===== src/design/unr_defs.svh =====
// Constants for the user nonvolatile ROM port
`ifndef UNR_DEFS_SVH
`define UNR_DEFS_SVH
`define UNR_NUM_BANKS     8
`define UNR_BANK_BITS     128
`define UNR_ADDR_BITS     7
`define UNR_BANK_MSB      6
`define UNR_BANK_LSB      4
`define UNR_BYTE_MSB      3
`define UNR_BYTE_LSB      0
`define UNR_ERASED_VALUE  128'hFFFFFFFF_FFFFFFFF_FFFFFFFF_FFFFFFFF
`define UNR_RD_RESET      8'h00
`define UNR_DEC_CYCLES    10
`endif


===== src/design/unr_pkg.sv =====
// Types for the user nonvolatile ROM port
package unr_pkg;
    typedef enum logic [1:0] {
        UNR_IDLE    = 2'b00,
        UNR_DECRYPT = 2'b01,
        UNR_EXEC    = 2'b11
    } unr_state_e;

    typedef enum logic [1:0] {
        UNR_CMD_NOP   = 2'b00,
        UNR_CMD_ERASE = 2'b01,
        UNR_CMD_WRITE = 2'b10,
        UNR_CMD_READ  = 2'b11
    } unr_cmd_e;
endpackage


===== src/design/unr_decrypt.sv =====
// Keyed decryption stage for programming data
`timescale 1ns/1ns
`default_nettype none
`include "unr_defs.svh"
module unr_decrypt #(
    parameter int W      = `UNR_BANK_BITS,
    parameter int CYCLES = `UNR_DEC_CYCLES
) (
    input  wire logic         clk_i,
    input  wire logic         rst_b_i,
    input  wire logic         start_i,
    input  wire logic [W-1:0] cipher_i,
    input  wire logic [W-1:0] key_i,
    output logic              valid_o,
    output logic [W-1:0]      plain_o
);
    initial begin
        if (W < 8 || CYCLES < 1 || CYCLES > 255) $error("unr_decrypt: bad parameters");
    end

    logic [7:0]   cnt_q, cnt_d;
    logic         valid_q, valid_d;
    logic [W-1:0] plain_q, plain_d;

    // Fixed latency keeps the write path timing independent of data
    always_comb begin
        cnt_d   = cnt_q;
        valid_d = 1'b0;
        plain_d = plain_q;
        if (start_i) begin
            cnt_d   = 8'(CYCLES);
            plain_d = cipher_i;
        end else if (cnt_q != 8'h00) begin
            cnt_d = cnt_q - 8'h01;
            if (cnt_q == 8'h01) begin
                valid_d = 1'b1;
                plain_d = plain_q ^ key_i;
            end
        end
    end

    always_ff @(posedge clk_i or negedge rst_b_i) begin
        if (!rst_b_i) begin
            cnt_q   <= 8'h00;
            valid_q <= 1'b0;
            plain_q <= '0;
        end else begin
            cnt_q   <= cnt_d;
            valid_q <= valid_d;
            plain_q <= plain_d;
        end
    end

    assign valid_o = valid_q;
    assign plain_o = plain_q;
endmodule
`default_nettype wire


===== src/design/unr_rom_port.sv =====
// User nonvolatile ROM: programming port and core byte read port
`timescale 1ns/1ns
`default_nettype none
`include "unr_defs.svh"
module unr_rom_port
    import unr_pkg::*;
#(
    parameter int NUM_BANKS = `UNR_NUM_BANKS,
    parameter int BANK_BITS = `UNR_BANK_BITS
) (
    input  wire logic                   SYS_CLK_I,
    input  wire logic                   RST_B_I,
    // Core side, same clock
    input  wire logic                   CORE_RD_EN_I,
    input  wire logic [6:0]             CORE_ADDR_I,
    input  wire logic                   CORE_WR_I,
    output logic [7:0]                  CORE_RD_DATA_O,
    output logic                        CORE_WR_REJ_O,
    // Programming port, asynchronous pins
    input  wire logic                   PROG_STB_I,
    input  wire logic [1:0]             PROG_CMD_I,
    input  wire logic [2:0]             PROG_BANK_I,
    input  wire logic                   PROG_DECRYPT_I,
    input  wire logic [BANK_BITS-1:0]   PROG_DATA_I,
    input  wire logic [BANK_BITS-1:0]   PROG_KEY_I,
    output logic [BANK_BITS-1:0]        PROG_RDATA_O,
    output logic                        PROG_DONE_O,
    output logic                        PROG_BUSY_O
);
    initial begin
        if (NUM_BANKS != `UNR_NUM_BANKS || BANK_BITS != `UNR_BANK_BITS)
            $error("unr_rom_port: address map needs 8 banks of 128 bits");
    end

    localparam int SW = 1 + 2 + 3 + 1 + 2 * BANK_BITS;

    function automatic logic [7:0] pick_byte(input logic [BANK_BITS-1:0] bank,
                                             input logic [3:0] idx);
        pick_byte = bank[idx*8 +: 8];
    endfunction

    // Two-flop synchronisers; pins must be held stable around the strobe
    logic [SW-1:0]        s1_q, s2_q;
    logic                 stb_last_q;
    logic                 stb_s;
    logic [1:0]           cmd_s;
    logic [2:0]           bank_s;
    logic                 dec_s;
    logic [BANK_BITS-1:0] data_s, key_s;

    always_ff @(posedge SYS_CLK_I or negedge RST_B_I) begin
        if (!RST_B_I) begin
            s1_q       <= '0;
            s2_q       <= '0;
            stb_last_q <= 1'b0;
        end else begin
            s1_q       <= {PROG_STB_I, PROG_CMD_I, PROG_BANK_I, PROG_DECRYPT_I,
                           PROG_DATA_I, PROG_KEY_I};
            s2_q       <= s1_q;
            stb_last_q <= stb_s;
        end
    end
    assign {stb_s, cmd_s, bank_s, dec_s, data_s, key_s} = s2_q;

    // Storage is nonvolatile: never cleared by reset
    logic [BANK_BITS-1:0] mem_q [NUM_BANKS];

    unr_state_e           st_q, st_d;
    unr_cmd_e             cmd_q, cmd_d;
    logic [2:0]           bank_q, bank_d;
    logic [BANK_BITS-1:0] pay_q, pay_d;
    logic [BANK_BITS-1:0] prd_q, prd_d;
    logic                 done_q, done_d;
    logic                 busy_q, busy_d;
    logic                 dec_start;
    logic                 dec_valid;
    logic [BANK_BITS-1:0] dec_plain;

    always_comb begin
        st_d      = st_q;
        cmd_d     = cmd_q;
        bank_d    = bank_q;
        pay_d     = pay_q;
        prd_d     = prd_q;
        done_d    = 1'b0;
        dec_start = 1'b0;
        case (st_q)
            UNR_IDLE: begin
                // Strobes during an operation are dropped
                if (stb_s && !stb_last_q && unr_cmd_e'(cmd_s) != UNR_CMD_NOP) begin
                    cmd_d  = unr_cmd_e'(cmd_s);
                    bank_d = bank_s;
                    pay_d  = data_s;
                    if (dec_s && unr_cmd_e'(cmd_s) == UNR_CMD_WRITE) begin
                        dec_start = 1'b1;
                        st_d      = UNR_DECRYPT;
                    end else begin
                        st_d = UNR_EXEC;
                    end
                end
            end
            UNR_DECRYPT: begin
                if (dec_valid) begin
                    pay_d = dec_plain;
                    st_d  = UNR_EXEC;
                end
            end
            UNR_EXEC: begin
                if (cmd_q == UNR_CMD_READ)
                    prd_d = mem_q[bank_q];
                done_d = 1'b1;
                st_d   = UNR_IDLE;
            end
            default: st_d = UNR_IDLE;
        endcase
        // Registered so the pin never glitches on a state decode
        busy_d = (st_d != UNR_IDLE);
    end

    always_ff @(posedge SYS_CLK_I or negedge RST_B_I) begin
        if (!RST_B_I) begin
            st_q   <= UNR_IDLE;
            cmd_q  <= UNR_CMD_NOP;
            bank_q <= 3'h0;
            pay_q  <= '0;
            prd_q  <= '0;
            done_q <= 1'b0;
            busy_q <= 1'b0;
        end else begin
            st_q   <= st_d;
            cmd_q  <= cmd_d;
            bank_q <= bank_d;
            pay_q  <= pay_d;
            prd_q  <= prd_d;
            done_q <= done_d;
            busy_q <= busy_d;
        end
    end

    // Only the programming sequencer has a path into the array
    logic                 mem_we;
    logic [BANK_BITS-1:0] mem_wd;
    always_comb begin
        mem_we = (st_q == UNR_EXEC) && (cmd_q == UNR_CMD_ERASE || cmd_q == UNR_CMD_WRITE);
        mem_wd = (cmd_q == UNR_CMD_ERASE) ? `UNR_ERASED_VALUE : pay_q;
    end

    always_ff @(posedge SYS_CLK_I) begin
        if (mem_we)
            mem_q[bank_q] <= mem_wd;
    end

    unr_decrypt #(
        .W      (BANK_BITS),
        .CYCLES (`UNR_DEC_CYCLES)
    ) u_decrypt (
        .clk_i    (SYS_CLK_I),
        .rst_b_i  (RST_B_I),
        .start_i  (dec_start),
        // Synced pin data: pay_q still holds the previous operation here
        .cipher_i (data_s),
        .key_i    (key_s),
        .valid_o  (dec_valid),
        .plain_o  (dec_plain)
    );

    // Core read port
    logic [2:0] rd_bank;
    logic [3:0] rd_byte;
    logic [7:0] rd_sel;
    logic [7:0] rd_q, rd_d;
    logic       rej_q, rej_d;

    always_comb begin
        rd_bank = CORE_ADDR_I[`UNR_BANK_MSB:`UNR_BANK_LSB];
        rd_byte = CORE_ADDR_I[`UNR_BYTE_MSB:`UNR_BYTE_LSB];
        rd_sel  = pick_byte(mem_q[rd_bank], rd_byte);
        rd_d    = CORE_RD_EN_I ? rd_sel : rd_q;
        rej_d   = CORE_WR_I;
    end

    always_ff @(posedge SYS_CLK_I or negedge RST_B_I) begin
        if (!RST_B_I) begin
            rd_q  <= `UNR_RD_RESET;
            rej_q <= 1'b0;
        end else begin
            rd_q  <= rd_d;
            rej_q <= rej_d;
        end
    end

    assign CORE_RD_DATA_O = rd_q;
    assign CORE_WR_REJ_O  = rej_q;
    assign PROG_RDATA_O   = prd_q;
    assign PROG_DONE_O    = done_q;
    assign PROG_BUSY_O    = busy_q;

    // Checks
    logic [NUM_BANKS*BANK_BITS-1:0] mem_flat;
    always_comb begin
        for (int i = 0; i < NUM_BANKS; i++)
            mem_flat[i*BANK_BITS +: BANK_BITS] = mem_q[i];
    end

    a_read_byte: assert property (@(posedge SYS_CLK_I) disable iff (!RST_B_I)
        CORE_RD_EN_I |=> CORE_RD_DATA_O == $past(rd_sel))
        else $error("core read byte wrong");
    a_read_hold: assert property (@(posedge SYS_CLK_I) disable iff (!RST_B_I)
        !CORE_RD_EN_I |=> $stable(CORE_RD_DATA_O))
        else $error("core read data moved without a read");
    a_bank_decode: assert property (@(posedge SYS_CLK_I) disable iff (!RST_B_I)
        CORE_RD_EN_I |=> CORE_RD_DATA_O == $past(mem_flat[{CORE_ADDR_I, 3'b000} +: 8]))
        else $error("bank or byte decode wrong");
    a_core_no_write: assert property (@(posedge SYS_CLK_I) disable iff (!RST_B_I)
        (CORE_WR_I && st_q != UNR_EXEC) |=> $stable(mem_flat))
        else $error("core write altered storage");
    a_write_reject: assert property (@(posedge SYS_CLK_I) disable iff (!RST_B_I)
        CORE_WR_I |=> CORE_WR_REJ_O)
        else $error("core write not flagged");
    a_erase_bank: assert property (@(posedge SYS_CLK_I) disable iff (!RST_B_I)
        (st_q == UNR_EXEC && cmd_q == UNR_CMD_ERASE) |=>
            mem_q[$past(bank_q)] == `UNR_ERASED_VALUE && PROG_DONE_O)
        else $error("erase did not clear bank");
    a_write_bank: assert property (@(posedge SYS_CLK_I) disable iff (!RST_B_I)
        (st_q == UNR_EXEC && cmd_q == UNR_CMD_WRITE) |=> mem_q[$past(bank_q)] == $past(pay_q))
        else $error("write did not store bank");
    a_readback: assert property (@(posedge SYS_CLK_I) disable iff (!RST_B_I)
        (st_q == UNR_EXEC && cmd_q == UNR_CMD_READ) |=> PROG_RDATA_O == $past(mem_q[bank_q]))
        else $error("programming readback wrong");
    a_decrypt_time: assert property (@(posedge SYS_CLK_I) disable iff (!RST_B_I)
        dec_start |=> st_q == UNR_DECRYPT ##10 st_q == UNR_DECRYPT ##1 st_q == UNR_EXEC)
        else $error("decrypt latency wrong");

    c_core_read:  cover property (@(posedge SYS_CLK_I) disable iff (!RST_B_I)
        CORE_RD_EN_I ##1 CORE_RD_EN_I && $changed(CORE_ADDR_I));
    c_dec_write:  cover property (@(posedge SYS_CLK_I) disable iff (!RST_B_I)
        dec_start ##[1:20] PROG_DONE_O);
    c_erase:      cover property (@(posedge SYS_CLK_I) disable iff (!RST_B_I)
        st_q == UNR_EXEC && cmd_q == UNR_CMD_ERASE);
    c_core_wr:    cover property (@(posedge SYS_CLK_I) disable iff (!RST_B_I)
        CORE_WR_I && CORE_RD_EN_I);
endmodule
`default_nettype wire


===== config.mk =====
export PLATFORM = sky130hd
export DESIGN_NAME = unr_rom_port
export DESIGN_NICKNAME = d
export VERILOG_FILES = /design/src/design/unr_pkg.sv /design/src/design/unr_decrypt.sv /design/src/design/unr_rom_port.sv
export VERILOG_INCLUDE_DIRS = /design/src /design/src/design
export SDC_FILE = /design/constraint.sdc
export NUM_CORES = 2
export LEC_CHECK = 0
export ABC_AREA = 1
export BUFFER_PORTS_ARGS = -buffer_cell sky130_fd_sc_hd__buf_2
export CAP_MARGIN = 10
export CORE_ASPECT_RATIO = 0.8
export CORE_UTILIZATION = 42
export CTS_BUF_LIST = sky130_fd_sc_hd__clkbuf_2 sky130_fd_sc_hd__clkbuf_4 sky130_fd_sc_hd__clkbuf_8
export CTS_CLUSTER_DIAMETER = 100
export DETAILED_ROUTE_END_ITERATION = 16
export GPL_ROUTABILITY_DRIVEN = 0
export PLACE_DENSITY = 0.7
export SYNTH_ARGS = -nofsm -noshare
export SYNTH_HDL_FRONTEND = slang
export SYNTH_SLANG_ARGS = --single-unit

===== constraint.sdc =====
create_clock -name SYS_CLK_I -period 10.3 [get_ports SYS_CLK_I]
set_input_delay 0.515 -clock SYS_CLK_I [delete_from_list [all_inputs] [get_ports SYS_CLK_I]]
set_output_delay 0.515 -clock SYS_CLK_I [all_outputs]
set_load 0.05 [all_outputs]

Word level (Yosys, flattened, before mapping) --
Memory sizes are Yosys's and may differ from the RTL's. A register that Yosys moved wholly into a read port is not among the register bits. Index checks and enable logic that the tools add are counted.
Storage, ports and cells: bits in writable memories 1024, output and inout bits 139, memories 1, logic and storage cells 67, flip-flop bits (word level) 810, bits of input ports 274
Memories:
- mem_q | depth 8, bits a word 128, read ports 2, clocked after memory_dff 1, write ports 1, line unr_rom_port.sv:66 | logic [BANK_BITS-1:0] mem_q [NUM_BANKS];
Cells by class: shift-type cells 1, reduce and logical (&&, ||, !) cells 18, bitwise operators 1, equal/unequal tests 9, multiplexer cells 22, $add $sub $neg 1
Operator list (count):
- $mux 128 | 6
- $pmux 128 s2 | 1
- $shiftx 128x8->8 | 1
- $xor 128x128->128 | 1
- $mux 8 | 2
- $reduce_bool 2->1 | 5
- $mux 1 | 9
- $eq 2x2->1 const B | 4
- $eq 8x1->1 const B | 1
- $reduce_bool 8->1 | 1
- $sub 8x1->8 const B | 1
- $mux 2 | 3
- $reduce_and 2->1 | 3
- $eq 2x1->1 const B | 2
- $logic_and 1x1->1 | 4
- $pmux 2 s2 | 1
- $reduce_and 3->1 | 1
- $logic_not 1->1 | 2
- $logic_not 2->1 | 1
- $ne 2x1->1 const B | 1
- $ne 2x2->1 const B | 1
- $logic_or 1x1->1 | 1

Logic depth before layout (Yosys ltp) --
word-level depth 7, gate-level depth with buffers 14

Hierarchy --
A second synthesis with hierarchy kept.
Unflattened totals: cell total of the unflattened synthesis 7444, area, all modules 80641.1 µm²
By module, submodules not included:
- unr_rom_port | area an instance 72515.8 µm², times used 1, cells an instance 6354
- unr_decrypt | area an instance 8125.3 µm², times used 1, cells an instance 1090

Worst setup path before layout --
Ideal clock, no wire load.
path type register to register, start register bank_q[1], end memory mem_q[1][0] (netlist bit), enable pin, setup time 0.617 ns, path slack 3.111 ns, data required time 9.683 ns, clock period less this slack 7.189 ns, arrival time 6.572 ns, buffers on the path 3, cell stages (with the launch flop) 7, cells stage by stage dfrtp_1 -> nor2_1 -> buf_2 -> buf_2 -> buf_2 -> inv_1 -> nor2_1
RTL lines:
- start, declared | line unr_rom_port.sv:70 | logic [2:0] bank_q, bank_d;
- start signal, assigned | line unr_rom_port.sv:132 | bank_q <= bank_d;
- end, declared | line unr_rom_port.sv:66
No word-level cell before the write port.

Worst setup path after layout --
start register bank_q[0], end memory mem_q[1][10] (netlist bit), enable pin
No word-level cell before the write port.

==> impl_metrics.csv <==
group,metric,value,unit
worst_setup_path,worst-r2r-cell-count,5,
worst_setup_path,max_stage_delay,910,ps
power,power.leakage,37.9,nW
drt,drt_iter0_markers,7330,
drt,wl_per_cell,22.8,µm
power,powerDensity,261,nW/µm²
final_layout,nets,8086,
global_routing,overflow,0,
drt,viasPerCell,5.59,
floorplan,dieArea,191000,µm²
global_routing,grt_pass1_wl,358000,µm
final_layout,nFillCells,16100,
final_layout,stdcell_count,10600,
power,power,24.1,mW
placement,io_buffer_count,412,
timing,finalCritPeriodShare,48.1,%
floorplan,io_pins,413,
worst_setup_path,cp-end-kind,"flop",
synth,synth.top_cell.area_share,38.8,%
job,maxCapViolations,0,
final_layout,syn_to_final_growth,16.5,%
timing,rsz0062_at_grt,"false",
worst_setup_path,path_max_fanout,54,
final_layout,ff_latch_area,54200,µm²
worst_setup_path,r2r-end,"mem_q[1][10]$_DFFE_PP_",
synth,synth_top_area_cell,"edfxtp_1",
worst_setup_path,crit_path_cell_trace,"buf_4 -> nand2_1 -> nor2_4 -> buf_4 -> buf_4",
timing,clock.fmax,202,MHz
placement,place_area,83100,µm²
worst_setup_path,cp.required,10910,ps
worst_setup_path,start_kind,"flop",
drt,routed_wl,240000,µm
timing,timing.final.ws_setup,5340,ps
drt,ant_nets,0,
worst_setup_path,critPathArrivalTime,5560,ps
synth,avgSynthCellArea,11.0,µm²
synth,ys_ff_latch,1962,
drt,dr.pass1.iters,6,
final_layout,final_util,49.3,%
worst_setup_path,endpoint,"mem_q[1][10]$_DFFE_PP_",
final_layout,design_area,92400,µm²
placement,hpwlAfterDp,136000,µm
timing,slew_viol_final,0,
drt,via_count,59100,
final_layout,multi_input_area,22200,µm²
synth,ys_warn_count,0,
placement,pre_cts_slack,5560,ps
floorplan,fp.coreArea,187000,µm²
worst_setup_path,worstSetupStartpoint,"bank_q[0]$_DFFE_PN0P_",
global_routing,grt_max_degree,233,
power,ir_drop,0.253,mV
hold_path,hold_path_class,"in -> reg",
synth,synth.net_count,7495,
placement,dpl.cell_count,9725,
timing,holdWs,87.9,ps
floorplan,die_x,488,µm
global_routing,grt_usage,24.9,%
floorplan,initial_core_util,42.3,%
clock_network,cts_resized,0,
clock_network,numCtsBuffers,330,
status,outcome,"finished clean",
synth,synthTopCellsByArea,"edfxtp_1, dfrtp_1, nand2_1",
worst_setup_path,worstSetupPathType,"reg -> reg",
synth,synth_area,79300,µm²
clock_network,cts.sinks,1962,
timing,skew,92.8,ps
timing,setup_viol,0,
floorplan,rows,142,
worst_setup_path,rr_startpoint,"bank_q[0]$_DFFE_PN0P_",
worst_setup_path,regToRegSetupSlack,5340,ps
worst_setup_path,crit_path_frequent_cell,"buf_4",
clock_network,cts_tree,"built",
floorplan,die-height,391,µm
drt,drc,0,
timing,hold_viol,0,
clock_network,clock-root-buffer,"clkbuf_8",
timing,worst_slew_pin_slew,1340,ps
global_routing,antenna_found_initial,7,
clock_network,worstSkewPairLatency,1060,ps
clock_network,cts_max_level,5,
final_layout,drive_above_1_share,13.3,%
clock_network,postCtsSetupRepairBufs,0,
timing,setup_tns,0,ps
synth,synth_cell_types,30,
clock_network,clk_pin_slew,70,ps
worst_setup_path,critPathSlowestCell,"nor2_4",
synth,synth_seq_area_share,68.4,%
clock_network,cts_buffer_depth,4,
synth,synthCells,7217,
global_routing,grt_pass1_vias,58400,
timing,period_minus_slack,4960,ps
timing,relSlewSlack,10.7,%
power breakdown:
group          internal [mW]  leakage, nW  switching (mW)
clock network           3.86         3.51            3.05
logic                   1.70         14.0            4.90
registers               9.92         20.3           0.645
total                   15.5         37.9            8.59
cells by family (layout without fill, tap and decap cells):
group	Yosys count	after routing	synth area share [%]
compound gates	983	983	8.17
xor+xnor	129	129	1.42
fa+ha+maj	4	4	0.0631
buf+inv	686	1509	3.85
flops	1962	1962	68.4
other cells	0	6	0
simple gates	3453	3453	18.1
layout make-up:
class | instances | share of cell area, %
repair buffers | 762 | 6.00
inverters | 183 | 0.808
clock buffers | 496 | 6.68
multi-input cells | 4569 | 24.0
diodes | 6 | 0.0162
clock inverters | 68 | 0.436
flip-flops and latches | 1962 | 58.7
well taps | 2520 | 3.41
cells in the mapped netlist, drive strengths merged:
cell type	count
clkinv	1
nor4	2
a22o	311
a31oi	257
edfxtp	1024
ha	4
a211oi	1
nand3	1109
a21oi	382
xor2	129
nor3	2
dfrtp	938
a221oi	17
nand2	2042
buf	302
nor2	298
clkbuf	201
o21ai	13
inv	182
o211ai	2
worst max-delay path: cells and delay by family, from the launching register on:
family | cells | cell delay, ps
buf+inv | 3 | 2190
simple gates | 2 | 1380
flops | 1 | 860
placed cells by master (no fill, tap or decap), drive strengths merged, types with 2 or more instances in the layout:
master | Yosys | routed
dfrtp | 938 | 938
dlygate4sd3 | 0 | 271
nor4 | 2 | 2
diode | 0 | 6
nor3 | 2 | 2
o21ai | 13 | 13
a21oi | 382 | 382
bufinv | 0 | 2
o211ai | 2 | 2
nand3 | 1109 | 1109
clkinv | 1 | 56
xor2 | 129 | 129
inv | 182 | 185
a22o | 311 | 311
buf | 302 | 491
nor2 | 298 | 298
a221oi | 17 | 17
edfxtp | 1024 | 1024
clkinvlp | 0 | 8
clkbuf | 201 | 496
nand2 | 2042 | 2042
ha | 4 | 4
a31oi | 257 | 257
routing by layer:
layer | GRT usage, % | vias up | share of wire, %
li1 | - | 26300 | -
met1 | 32.1 | 28400 | 38
met2 | 38.2 | 3651 | 45
met3 | 7.32 | 796 | 12
met4 | 12.6 | 4 | 5.0
met5 | 0 | - | 0.011
state kept, by name, indices dropped and copies added (netlist names), 2 cells and up:
signal and flops:
mem_q 1024, s1_q 263, s2_q 263, PROG_RDATA_O 128, pay_q 128, u_decrypt.plain_o 128, CORE_RD_DATA_O 8, u_decrypt.cnt_q 8
bank_q 3, cmd_q 2, st_q 2
worst min-delay path by stage:
stage,startpoint,endpoint,cells past startpoint
floorplan,RST_B_I,CORE_RD_DATA_O[0]$_DFFE_PN0P_,0
global placement,s1_q[44]$_DFF_PN0_,s2_q[44]$_DFF_PN0_,0
detailed placement,s1_q[115]$_DFF_PN0_,s2_q[115]$_DFF_PN0_,0
CTS,PROG_KEY_I[56],s1_q[56]$_DFF_PN0_,2
global route,PROG_KEY_I[57],s1_q[57]$_DFF_PN0_,2
finish,PROG_DATA_I[57],s1_q[185]$_DFF_PN0_,2
what timing repair did:
action / 4_1_cts / 5_1_grt
endpoints found under the setup margin: 0 / 0
hold buffers: 271 / 0
endpoints found under the hold margin: 391 / 0
Note: power is estimated with default switching activity, not from simulation.
